## src/monitor_status_pkg.sv

```systemverilog
`default_nettype none
package monitor_status_pkg;

  // Bus geometry
  localparam int unsigned ADDR_W        = 10;
  localparam int unsigned DATA_W        = 32;

  // Register indices; byte address is four times the index
  localparam logic [7:0]  CONFIG_ONE_IDX   = 8'h40;
  localparam logic [7:0]  STATUS_ONE_IDX   = 8'h41;
  localparam logic [7:0]  STATUS_TWO_IDX   = 8'h42;
  localparam logic [7:0]  LIMIT_FIRST_IDX  = 8'h44;
  localparam logic [7:0]  LIMIT_LAST_IDX   = 8'h53;
  localparam logic [7:0]  PIN_CONFIG_IDX   = 8'hF0;

  // Reset values
  localparam logic [7:0]  CONFIG_ONE_RST   = 8'h04;
  localparam logic [7:0]  STATUS_RST       = 8'h00;
  localparam logic [7:0]  PIN_CONFIG_RST   = 8'h00;
  localparam logic [7:0]  LIMIT_LOW_RST    = 8'h00;
  localparam logic [7:0]  LIMIT_HIGH_RST   = 8'hFF;
  localparam logic [7:0]  TEMP_LOW_RST     = 8'h81;
  localparam logic [7:0]  TEMP_HIGH_RST    = 8'h7F;

  // Configuration register one fields
  localparam int unsigned CFG_RUN_BIT      = 0;
  localparam int unsigned CFG_LOCK_BIT     = 1;
  localparam int unsigned CFG_READY_BIT    = 2;
  localparam int unsigned CFG_FULLSPD_BIT  = 3;
  localparam logic [7:0]  CFG_LOCKED_MASK  = 8'h09;
  localparam logic [7:0]  CFG_WRITE_MASK   = 8'h7B;

  // Pin configuration register fields
  localparam int unsigned PIN_OVERHEAT_BIT = 0;
  localparam int unsigned PIN_SIX_LSB      = 1;
  localparam int unsigned PIN_VIDSEL_BIT   = 3;

  // Status bit positions
  localparam int unsigned ST1_SUMMARY_BIT  = 7;
  localparam int unsigned ST2_FIFTH_BIT    = 5;
  localparam int unsigned ST2_OVT_BIT      = 1;
  localparam int unsigned ST2_FAN_LSB      = 2;
  localparam int unsigned ST2_DIODE_LSB    = 6;

  // Channel layout of the measurement bus
  localparam int unsigned NUM_CHANNELS     = 8;
  localparam int unsigned NUM_VOLT         = 5;
  localparam int unsigned CH_TWELVE        = 4;

  // Voltage-ID change window
  localparam int unsigned CLK_PERIOD_NS    = 100;
  localparam int unsigned VID_WINDOW_NS    = 11000;
  localparam int unsigned VID_WINDOW_CYC   = VID_WINDOW_NS / CLK_PERIOD_NS;
  localparam int unsigned VID_CNT_W        = 8;

  typedef enum logic [1:0] {
    PIN_SIX_SPEED   = 2'b00,
    PIN_SIX_GP_OUT  = 2'b01,
    PIN_SIX_GP_IN   = 2'b10,
    PIN_SIX_TIMER   = 2'b11
  } pin_six_mode_t;

  // One-hot bus phases
  typedef enum logic [1:0] {
    BUS_IDLE  = 2'b01,
    BUS_ACK   = 2'b10
  } bus_state_t;

endpackage
`default_nettype wire
```

## src/limit_check.sv

```systemverilog
`default_nettype none
module limit_check
  import monitor_status_pkg::*;
#(
  parameter int unsigned WIDTH      = 8,
  parameter bit          SIGNED_CMP = 1'b0
)
(
  input  wire logic [WIDTH-1:0] value_in,
  input  wire logic [WIDTH-1:0] low_in,
  input  wire logic [WIDTH-1:0] high_in,
  output logic                  violation_out
);

  logic                         above;
  logic                         below;

  always_comb
  begin
    if (SIGNED_CMP)
    begin
      above = $signed(value_in) > $signed(high_in);
      below = $signed(value_in) <= $signed(low_in);
    end
    else
    begin
      above = value_in > high_in;
      below = value_in <= low_in;
    end
    violation_out = above | below;
  end

endmodule
`default_nettype wire

```

## src/monitor_interrupt_status.sv

```systemverilog
// Behaviour
// - Status one bit 0 flags 2.5 V reading outside its high or low limit.
// - Reading a status register clears a flag only when its cause has gone.
// - With overheat pin mode, status one bit 0 flags overheat timer limit exceeded.
// - Status one bits 1..3 flag core supply, main supply and 5.0 V limits.
// - Status one bits 4..6 flag remote one, local and remote two temperature.
// - Status one bit 7 is the OR of all status two flags.
// - Run control bit stays writable after the configuration lock is set.
// - Monitoring stopped forces every fan drive to full duty.
// - Status two bit 0 flags the 12 V limit in default pin setup.
// - In voltage-ID mode bit 0 flags a code change over 11 us.
// - Voltage-ID change flag is offered as an alert source.
// - Overtemp flag sets above limit; read clears only below limit minus hysteresis.
// - Status two bits 2..4 flag slow fans, never while that drive is off.
// - In speed mode bit 5 flags fan four, suppressed while third drive off.
// - In general-pin mode bit 5 drives the pin or reads its sampled level.
// - In timer mode bit 5 flags overheat assertion time above its limit.
// - Status two bits 6 and 7 flag first and second diode faults.
// - Both status registers reset to zero.
// - High violation is strictly greater; low violation is equal or below.
//
// The Avalon-MM slave port was chosen for this implementation.
`default_nettype none
module monitor_interrupt_status
  import monitor_status_pkg::*;
(
  input  wire logic                    CLK_SYS_IN,
  input  wire logic                    RST_B_IN,
  input  wire logic [ADDR_W-1:0]       AVS_ADDRESS_IN,
  input  wire logic                    AVS_READ_IN,
  input  wire logic                    AVS_WRITE_IN,
  input  wire logic [DATA_W-1:0]       AVS_WRITEDATA_IN,
  input  wire logic [3:0]              AVS_BYTEENABLE_IN,
  output logic      [DATA_W-1:0]       AVS_READDATA_OUT,
  output logic                         AVS_WAITREQUEST_OUT,
  input  wire logic [8*NUM_CHANNELS-1:0] MEAS_VALUE_IN,
  input  wire logic                    OVERTEMP_ABOVE_IN,
  input  wire logic                    OVERTEMP_BELOW_HYST_IN,
  input  wire logic                    OVERHEAT_TIMER_EXCEEDED_IN,
  input  wire logic [3:0]              FAN_SLOW_IN,
  input  wire logic [2:0]              FAN_DRIVE_ON_IN,
  input  wire logic [1:0]              DIODE_FAULT_IN,
  input  wire logic [5:0]              VOLTAGE_ID_CODE_IN,
  input  wire logic                    GENERAL_PIN_SIX_IN,
  output logic                         GENERAL_PIN_SIX_OUT,
  output logic                         GENERAL_PIN_SIX_OE_OUT,
  output logic                         FAN_FULL_DUTY_OUT,
  output logic                         MONITOR_RUN_OUT,
  output logic                         VOLTAGE_ID_CHANGE_ALERT_OUT
);

  ////////////////////////////////////////////////////////////////////////////
  // State

  typedef struct packed {
    bus_state_t                       bus;
    logic [7:0]                       rdata;
    logic [7:0]                       clr_mask;
    logic [7:0]                       cfg;
    logic [7:0]                       pin_cfg;
    logic [15:0][7:0]                 limits;
    logic [6:0]                       stat_one;
    logic [7:0]                       stat_two;
    logic                             gp_out;
    logic [5:0]                       vid_meta;
    logic [5:0]                       vid_sync;
    logic                             gp_meta;
    logic                             gp_sync;
    logic [5:0]                       vid_snap;
    logic [VID_CNT_W-1:0]             vid_cnt;
  } state_t;

  state_t                             st_ff;
  state_t                             nxt_st;
  logic                               rst_meta_b_ff;
  logic                               rst_sync_b_ff;
  logic [NUM_CHANNELS-1:0]            viol;
  logic [7:0]                         idx;
  logic                               req;
  logic                               accept;
  logic                               rd_one;
  logic                               rd_two;
  logic [6:0]                         cause_one;
  logic [7:0]                         cause_two;
  logic [7:0]                         view_two;
  logic                               vid_change;
  pin_six_mode_t                      six_mode;

  ////////////////////////////////////////////////////////////////////////////
  // Helpers

  function automatic logic is_limit(input logic [7:0] i);
    is_limit = (i >= LIMIT_FIRST_IDX) && (i <= LIMIT_LAST_IDX);
  endfunction

  function automatic logic [7:0] limit_reset(input int unsigned n);
    if (n >= 2 * NUM_VOLT)
      limit_reset = n[0] ? TEMP_HIGH_RST : TEMP_LOW_RST;
    else
      limit_reset = n[0] ? LIMIT_HIGH_RST : LIMIT_LOW_RST;
  endfunction

  // Change is checked once per window; a code that reverts within it is missed
  function automatic logic window_last(input logic [VID_CNT_W-1:0] c);
    window_last = (c == VID_CNT_W'(VID_WINDOW_CYC - 1));
  endfunction

  function automatic logic general_mode(input pin_six_mode_t m);
    general_mode = (m == PIN_SIX_GP_OUT) || (m == PIN_SIX_GP_IN);
  endfunction

  ////////////////////////////////////////////////////////////////////////////
  // Reset release; the async input never reaches the state struct directly

  always_ff @(posedge CLK_SYS_IN or negedge RST_B_IN)
  begin
    if (!RST_B_IN)
    begin
      rst_meta_b_ff <= 1'b0;
      rst_sync_b_ff <= 1'b0;
    end
    else
    begin
      rst_meta_b_ff <= 1'b1;
      rst_sync_b_ff <= rst_meta_b_ff;
    end
  end

  ////////////////////////////////////////////////////////////////////////////
  // Limit comparators, voltages unsigned and temperatures signed

  genvar g;
  generate
    for (g = 0; g < NUM_CHANNELS; g++)
    begin : g_chk
      limit_check #(
        .WIDTH      (8),
        .SIGNED_CMP (g >= NUM_VOLT)
      ) u_chk (
        .value_in      (MEAS_VALUE_IN[8*g +: 8]),
        .low_in        (st_ff.limits[2*g]),
        .high_in       (st_ff.limits[2*g+1]),
        .violation_out (viol[g])
      );
    end
  endgenerate

  ////////////////////////////////////////////////////////////////////////////
  // Decode and causes

  assign idx      = AVS_ADDRESS_IN[9:2];
  assign req      = AVS_READ_IN | AVS_WRITE_IN;
  assign accept   = req && (st_ff.bus == BUS_ACK);
  assign rd_one   = accept && AVS_READ_IN && (idx == STATUS_ONE_IDX);
  assign rd_two   = accept && AVS_READ_IN && (idx == STATUS_TWO_IDX);
  assign six_mode = pin_six_mode_t'(st_ff.pin_cfg[PIN_SIX_LSB +: 2]);
  // code differs from the sample one window back
  assign vid_change = window_last(st_ff.vid_cnt)
                      && (st_ff.vid_sync != st_ff.vid_snap);

  always_comb
  begin
    cause_one[0] = viol[0];
    if (st_ff.pin_cfg[PIN_OVERHEAT_BIT])
      cause_one[0] = OVERHEAT_TIMER_EXCEEDED_IN;
    cause_one[3:1] = viol[3:1];
    cause_one[6:4] = viol[7:5];

    cause_two[0] = viol[CH_TWELVE];
    if (st_ff.pin_cfg[PIN_VIDSEL_BIT])
      cause_two[0] = vid_change;
    cause_two[ST2_OVT_BIT] = OVERTEMP_ABOVE_IN;
    // fan flags gated by their drive
    cause_two[4:2] = FAN_SLOW_IN[2:0] & FAN_DRIVE_ON_IN;
    case (six_mode)
      // fourth fan gated by third drive
      PIN_SIX_SPEED: cause_two[ST2_FIFTH_BIT] = FAN_SLOW_IN[3] & FAN_DRIVE_ON_IN[2];
      PIN_SIX_TIMER: cause_two[ST2_FIFTH_BIT] = OVERHEAT_TIMER_EXCEEDED_IN;
      default:       cause_two[ST2_FIFTH_BIT] = 1'b0;
    endcase
    cause_two[7:6] = DIODE_FAULT_IN;
  end

  // bit 5 shows the pin path in general-pin modes
  always_comb
  begin
    view_two = st_ff.stat_two;
    case (six_mode)
      PIN_SIX_GP_OUT: view_two[ST2_FIFTH_BIT] = st_ff.gp_out;
      PIN_SIX_GP_IN:  view_two[ST2_FIFTH_BIT] = st_ff.gp_sync;
      default:        view_two[ST2_FIFTH_BIT] = st_ff.stat_two[ST2_FIFTH_BIT];
    endcase
  end

  ////////////////////////////////////////////////////////////////////////////
  // Next state

  always_comb
  begin
    nxt_st = st_ff;

    // Pin synchronisers
    nxt_st.vid_meta = VOLTAGE_ID_CODE_IN;
    nxt_st.vid_sync = st_ff.vid_meta;
    nxt_st.gp_meta  = GENERAL_PIN_SIX_IN;
    nxt_st.gp_sync  = st_ff.gp_meta;

    if (window_last(st_ff.vid_cnt))
    begin
      nxt_st.vid_cnt  = '0;
      nxt_st.vid_snap = st_ff.vid_sync;
    end
    else
      nxt_st.vid_cnt = st_ff.vid_cnt + VID_CNT_W'(1);

    // Bus: one wait cycle, data loaded during it so it stands at the accept edge
    case (st_ff.bus)
      BUS_IDLE:
      begin
        if (req)
        begin
          nxt_st.bus      = BUS_ACK;
          // Clear mask frozen with the data so a flag set mid-access survives
          nxt_st.rdata    = 8'h00;
          nxt_st.clr_mask = 8'h00;
          if (idx == CONFIG_ONE_IDX)
            nxt_st.rdata = st_ff.cfg;
          else if (idx == STATUS_ONE_IDX)
          begin
            nxt_st.rdata    = {|st_ff.stat_two, st_ff.stat_one};
            nxt_st.clr_mask = {1'b0, st_ff.stat_one};
          end
          else if (idx == STATUS_TWO_IDX)
          begin
            nxt_st.rdata    = view_two;
            nxt_st.clr_mask = st_ff.stat_two;
          end
          else if (idx == PIN_CONFIG_IDX)
            nxt_st.rdata = st_ff.pin_cfg;
          else if (is_limit(idx))
            nxt_st.rdata = st_ff.limits[4'(idx - LIMIT_FIRST_IDX)];
        end
      end
      BUS_ACK:
        nxt_st.bus = BUS_IDLE;
      default:
        nxt_st.bus = BUS_IDLE;
    endcase

    // Register writes, low byte lane only
    if (accept && AVS_WRITE_IN && AVS_BYTEENABLE_IN[0])
    begin
      if (idx == CONFIG_ONE_IDX)
      begin
        if (st_ff.cfg[CFG_LOCK_BIT])
          nxt_st.cfg = (st_ff.cfg & ~CFG_LOCKED_MASK)
                       | (AVS_WRITEDATA_IN[7:0] & CFG_LOCKED_MASK);
        else
          nxt_st.cfg = (st_ff.cfg & ~CFG_WRITE_MASK)
                       | (AVS_WRITEDATA_IN[7:0] & CFG_WRITE_MASK);
      end
      else if (idx == PIN_CONFIG_IDX)
        nxt_st.pin_cfg = AVS_WRITEDATA_IN[7:0];
      else if (is_limit(idx))
        nxt_st.limits[4'(idx - LIMIT_FIRST_IDX)] = AVS_WRITEDATA_IN[7:0];
      // only the general-pin output bit takes a status write
      else if (idx == STATUS_TWO_IDX && six_mode == PIN_SIX_GP_OUT)
        nxt_st.gp_out = AVS_WRITEDATA_IN[ST2_FIFTH_BIT];
    end

    // read clears only flags whose cause is gone; a new event wins
    // clear limited to the addressed register and the bits read out
    nxt_st.stat_one = cause_one
                      | (st_ff.stat_one & ~(rd_one ? st_ff.clr_mask[6:0] : 7'h00));
    nxt_st.stat_two = cause_two
                      | (st_ff.stat_two & ~(rd_two ? st_ff.clr_mask : 8'h00));
    // overtemp holds until below limit minus hysteresis
    if (rd_two && st_ff.clr_mask[ST2_OVT_BIT] && !OVERTEMP_BELOW_HYST_IN)
      nxt_st.stat_two[ST2_OVT_BIT] = 1'b1;
    // Latched bit 5 is meaningless in general-pin modes
    if (general_mode(six_mode))
      nxt_st.stat_two[ST2_FIFTH_BIT] = 1'b0;
  end

  ////////////////////////////////////////////////////////////////////////////
  // Registers

  always_ff @(posedge CLK_SYS_IN or negedge rst_sync_b_ff)
  begin
    if (!rst_sync_b_ff)
    begin
      st_ff.bus      <= BUS_IDLE;
      st_ff.rdata    <= 8'h00;
      st_ff.clr_mask <= 8'h00;
      st_ff.cfg      <= CONFIG_ONE_RST;
      st_ff.pin_cfg  <= PIN_CONFIG_RST;
      for (int n = 0; n < 16; n++)
        st_ff.limits[n] <= limit_reset(n);
      st_ff.stat_one <= STATUS_RST[6:0];
      st_ff.stat_two <= STATUS_RST;
      st_ff.gp_out   <= 1'b0;
      st_ff.vid_meta <= 6'h00;
      st_ff.vid_sync <= 6'h00;
      st_ff.gp_meta  <= 1'b0;
      st_ff.gp_sync  <= 1'b0;
      st_ff.vid_snap <= 6'h00;
      st_ff.vid_cnt  <= '0;
    end
    else
      st_ff <= nxt_st;
  end

  ////////////////////////////////////////////////////////////////////////////
  // Outputs

  // Waitrequest is combinational: one wait cycle per access
  assign AVS_WAITREQUEST_OUT    = req && (st_ff.bus != BUS_ACK);
  assign AVS_READDATA_OUT       = {24'h000000, st_ff.rdata};
  // pin driven only in output mode
  assign GENERAL_PIN_SIX_OUT    = st_ff.gp_out;
  assign GENERAL_PIN_SIX_OE_OUT = (six_mode == PIN_SIX_GP_OUT);
  assign MONITOR_RUN_OUT        = st_ff.cfg[CFG_RUN_BIT];
  // stopped monitor means full fan duty
  assign FAN_FULL_DUTY_OUT      = !st_ff.cfg[CFG_RUN_BIT] || st_ff.cfg[CFG_FULLSPD_BIT];
  assign VOLTAGE_ID_CHANGE_ALERT_OUT = st_ff.pin_cfg[PIN_VIDSEL_BIT] && st_ff.stat_two[0];

endmodule
`default_nettype wire

```

## config.mk

```make
export PLATFORM = sky130hd
export DESIGN_NAME = monitor_interrupt_status
export DESIGN_NICKNAME = d
export VERILOG_FILES = /design/src/monitor_status_pkg.sv /design/src/limit_check.sv /design/src/monitor_interrupt_status.sv
export SDC_FILE = /design/constraint.sdc
export NUM_CORES = 1
export LEC_CHECK = 0
export BUFFER_PORTS_ARGS = -buffer_cell sky130_fd_sc_hd__buf_2
export CORE_MARGIN = 10
export CORE_UTILIZATION = 57
export DETAILED_ROUTE_END_ITERATION = 6
export PLACE_DENSITY_LB_ADDON = 0.05
export SYNTH_ARGS = -nofsm -noshare
export SYNTH_HDL_FRONTEND = slang
export SYNTH_SLANG_ARGS = --single-unit
```

## constraint.sdc

```tcl
create_clock -name CLK_SYS_IN -period 7.19 [get_ports CLK_SYS_IN]
set_clock_uncertainty 0.05 [all_clocks]
set_input_delay 1.438 -clock CLK_SYS_IN [delete_from_list [all_inputs] [get_ports CLK_SYS_IN]]
set_output_delay 1.438 -clock CLK_SYS_IN [all_outputs]
set_load 0.05 [all_outputs]
```

==> impl_metrics.csv <==
group,metric,value,unit
worst_setup_path,worstReg2RegStart,"st_ff[204]$_DFFE_PN1P_",
logic_synthesis,syn_area,0.0130,mm²
global_route,track_usage,0.228,
worst_setup_path,end_kind,"flip-flop",
cells_and_area,fin_area,0.0144,mm²
detailed_routing,wl_per_cell,20.6,µm
detailed_routing,drc,0,
cells_and_area,register_area,0.00524,mm²
timing,rsz0062_at_grt,"no",
detailed_routing,firstDrtPassIters,5,
cells_and_area,final_cell_mix,"ha_1, dfrtp_1, inv_1",
timing,fin_crit_sh,0.589,
run,cap_violations,0,
global_route,overflow,0,
floorplanning,start_util,0.576,
clock_tree,cts_made_buffers,23,
cells_and_area,area_growth,10.7,%
cells_and_area,drive_gt1_frac,0.293,
placement,portBuffers,117,
worst_setup_path,cp_max_fo,19,
timing,slew_headroom,0.209,
clock_tree,cts_repair_resize_count,0,
global_route,grt_start_max_net_pins,159,
logic_synthesis,yosysWarnings,0,
clock_tree,clock_tree.buffer_depth,3,
clock_tree,cts_sinks,206,
cells_and_area,layout_commonest_cell,"ha_1",
cells_and_area,final_util,0.638,
clock_tree,ctsHoldBuffers,0,
clock_tree,cts_tree,"yes",
min_path,hp-start,"nxt_st[18]$_DFF_PN0_",
run_status,outcome,"finished, final reports clean",
worst_setup_path,cp.arrival,4570,ps
clock_tree,cts_setup_buffers,0,
logic_synthesis,synth-seq-cells,206,
timing,whs,297,ps
min_path,hold_class,"flip-flop to flip-flop",
floorplanning,ios,171,
cells_and_area,diodes,0,
timing,setup_violations,0,
power_and_ir_drop,ir_drop,0.161,mV
worst_setup_path,crit_start,"AVS_ADDRESS_IN[4]",
logic_synthesis,synthCells,1230,
placement,dp.cells,1580,
detailed_routing,ant_nets,0,
floorplanning,coreArea,0.0225,mm²
global_route,grt_pass1_wl,52.3,mm
clock_tree,path_clk_slew,60,ps
timing,finalHoldViolCount,0,
timing,slew_viol_final,0,
power_and_ir_drop,cellPowerDensity,208,mW/mm²
placement,dpl.hpwl,25.3,mm
global_route,antenna_found_initial,2,
clock_tree,cts-root-buf,"clkbuf_16",
floorplanning,die_h,171,µm
cells_and_area,multiInputGateArea,0.00683,mm²
detailed_routing,via_per_inst,5.82,
logic_synthesis,synthFlopType,"dfrtp_1",
cells_and_area,nFillCells,1868,
timing,max_freq,0.236,GHz
detailed_routing,drt_iter0_drc,648,
floorplanning,rows,55,
floorplanning,die-area,0.0292,mm²
logic_synthesis,synth_edf_count,0,
logic_synthesis,synth_cell_types,66,
placement,place_area,0.0136,mm²
global_route,grt_pass1_vias,9532,
worst_setup_path,cp.required,7530,ps
clock_tree,h-tree-depth,1,
placement,gp_congestion,0.914,
floorplanning,die_x,171,µm
detailed_routing,postRouteWirelength,33.4,mm
worst_setup_path,critPathLaunchType,"input port",
cells_and_area,stdcell_count,1622,
worst_setup_path,setup.worst_path.class,"input port to flip-flop",
logic_synthesis,ys_seq_area_frac,0.404,
timing,fin_setup_tns,0,ps
clock_tree,clock_latency,520,ps
cells_and_area,nets,1592,
logic_synthesis,async_flop_share,1.00,
timing,fin_crit,4230,ps
power_and_ir_drop,leakage,6.79,nW
detailed_routing,vias,9443,
timing,tightest_slew,1180,ps
logic_synthesis,syn_area_per_cell,10.5,µm²
-- critical path, cell delays in order --
cell and delay [ps]:
buf_2 260, inv_1 180, ha_1 930, buf_4 440
mux4_2 590, a22oi_1 280, nand3_1 150, a22oi_1 190
o31ai_1 90
-- path summary, 6_finish.rpt --
kind | endpoint | slack (ps) | depth (start not counted)
max in group asynchronous | st_ff[62]$_DFFE_PN0P_ | 5530 | 1
setup / recovery | AVS_READDATA_OUT[5]$_DFFE_PN0P_ | 2960 | 9
hold reg to reg | st_ff[18]$_DFF_PN0_ | 300 | 0
setup reg to reg | AVS_READDATA_OUT[3]$_DFFE_PN0P_ | 4640 | 5
min in group asynchronous | nxt_st[14]$_DFF_PN0_ | 310 | 0
hold / removal | st_ff[18]$_DFF_PN0_ | 300 | 0
-- state kept, by name, indices dropped and copies added (netlist names) --
register and cells:
st_ff 185, nxt_st 7, rst_meta_b_ff 1, six_mode 2, GENERAL_PIN_SIX_OUT 1, rst_sync_b_ff 1
AVS_READDATA_OUT 8, MONITOR_RUN_OUT 1
-- metrics by stage --
step           power [mW]  setup WS (ps)
3_5_place_dp         1.78           2470
3_3_place_gp         1.77           2490
4_1_cts              3.00           2990
5_1_grt              3.11           2750
2_1_floorplan        1.66           1090
6_report             2.99           2960
-- kinds of logic after synthesis --
kind of cell / after synthesis / share of synthesized area
AOI/OAI and AO/OA: 242 / 0.116
other: 2 / 0.000579
and+or+nand+nor: 281 / 0.116
muxes: 137 / 0.145
buffers and inverters: 212 / 0.0766
adders and majority gates: 139 / 0.134
DFF: 206 / 0.404
xor gates and xnor gates: 11 / 0.00743
-- cells in the mapped netlist, drive strengths merged (5+ instances only) --
master | n | share of area
o22ai | 11 | 0.0053
nand3 | 31 | 0.014
inv | 132 | 0.038
a21oi | 55 | 0.021
a22o | 5 | 0.0034
dfstp | 68 | 0.14
nor2b | 23 | 0.011
nor2 | 47 | 0.020
nor3 | 7 | 0.0048
buf | 62 | 0.033
mux4 | 30 | 0.052
a21o | 12 | 0.0069
dfrtp | 138 | 0.27
ha | 139 | 0.13
nand2b | 8 | 0.0039
o211ai | 12 | 0.0069
clkbuf | 18 | 0.0052
mux2 | 105 | 0.091
a2111oi | 5 | 0.0034
nand4 | 26 | 0.014
nand2 | 111 | 0.033
a211oi | 8 | 0.0046
xnor2 | 8 | 0.0054
a22oi | 19 | 0.011
o31ai | 10 | 0.0058
o21ai | 81 | 0.031
and3 | 6 | 0.0029
-- cell type report --
class | count | area share
Multi-Input combinational cell | 835 | 0.476
Sequential cell | 206 | 0.365
Clock buffer | 28 | 0.0449
Timing Repair Buffer | 122 | 0.0443
Inverter | 132 | 0.0345
Tap cell | 285 | 0.0248
Clock inverter | 14 | 0.0105
-- power by group --
group          total, mW  switching, mW  internal (mW)
Clock               1.22          0.479          0.745
Sequential          1.24         0.0301           1.21
Combinational      0.520          0.359          0.161
-- routing by layer --
metal / vias to the layer above / GRT usage / share of wire / wire, µm
met5: - / 0 / 0.00036 / 12
met4: 2 / 0.0605 / 0.024 / 803
met3: 49 / 0.0426 / 0.062 / 2070
met2: 248 / 0.363 / 0.47 / 15600
met1: 4636 / 0.312 / 0.45 / 15000
li1: 4508 / - / - / -
Note: power is estimated with default switching activity, not from simulation.
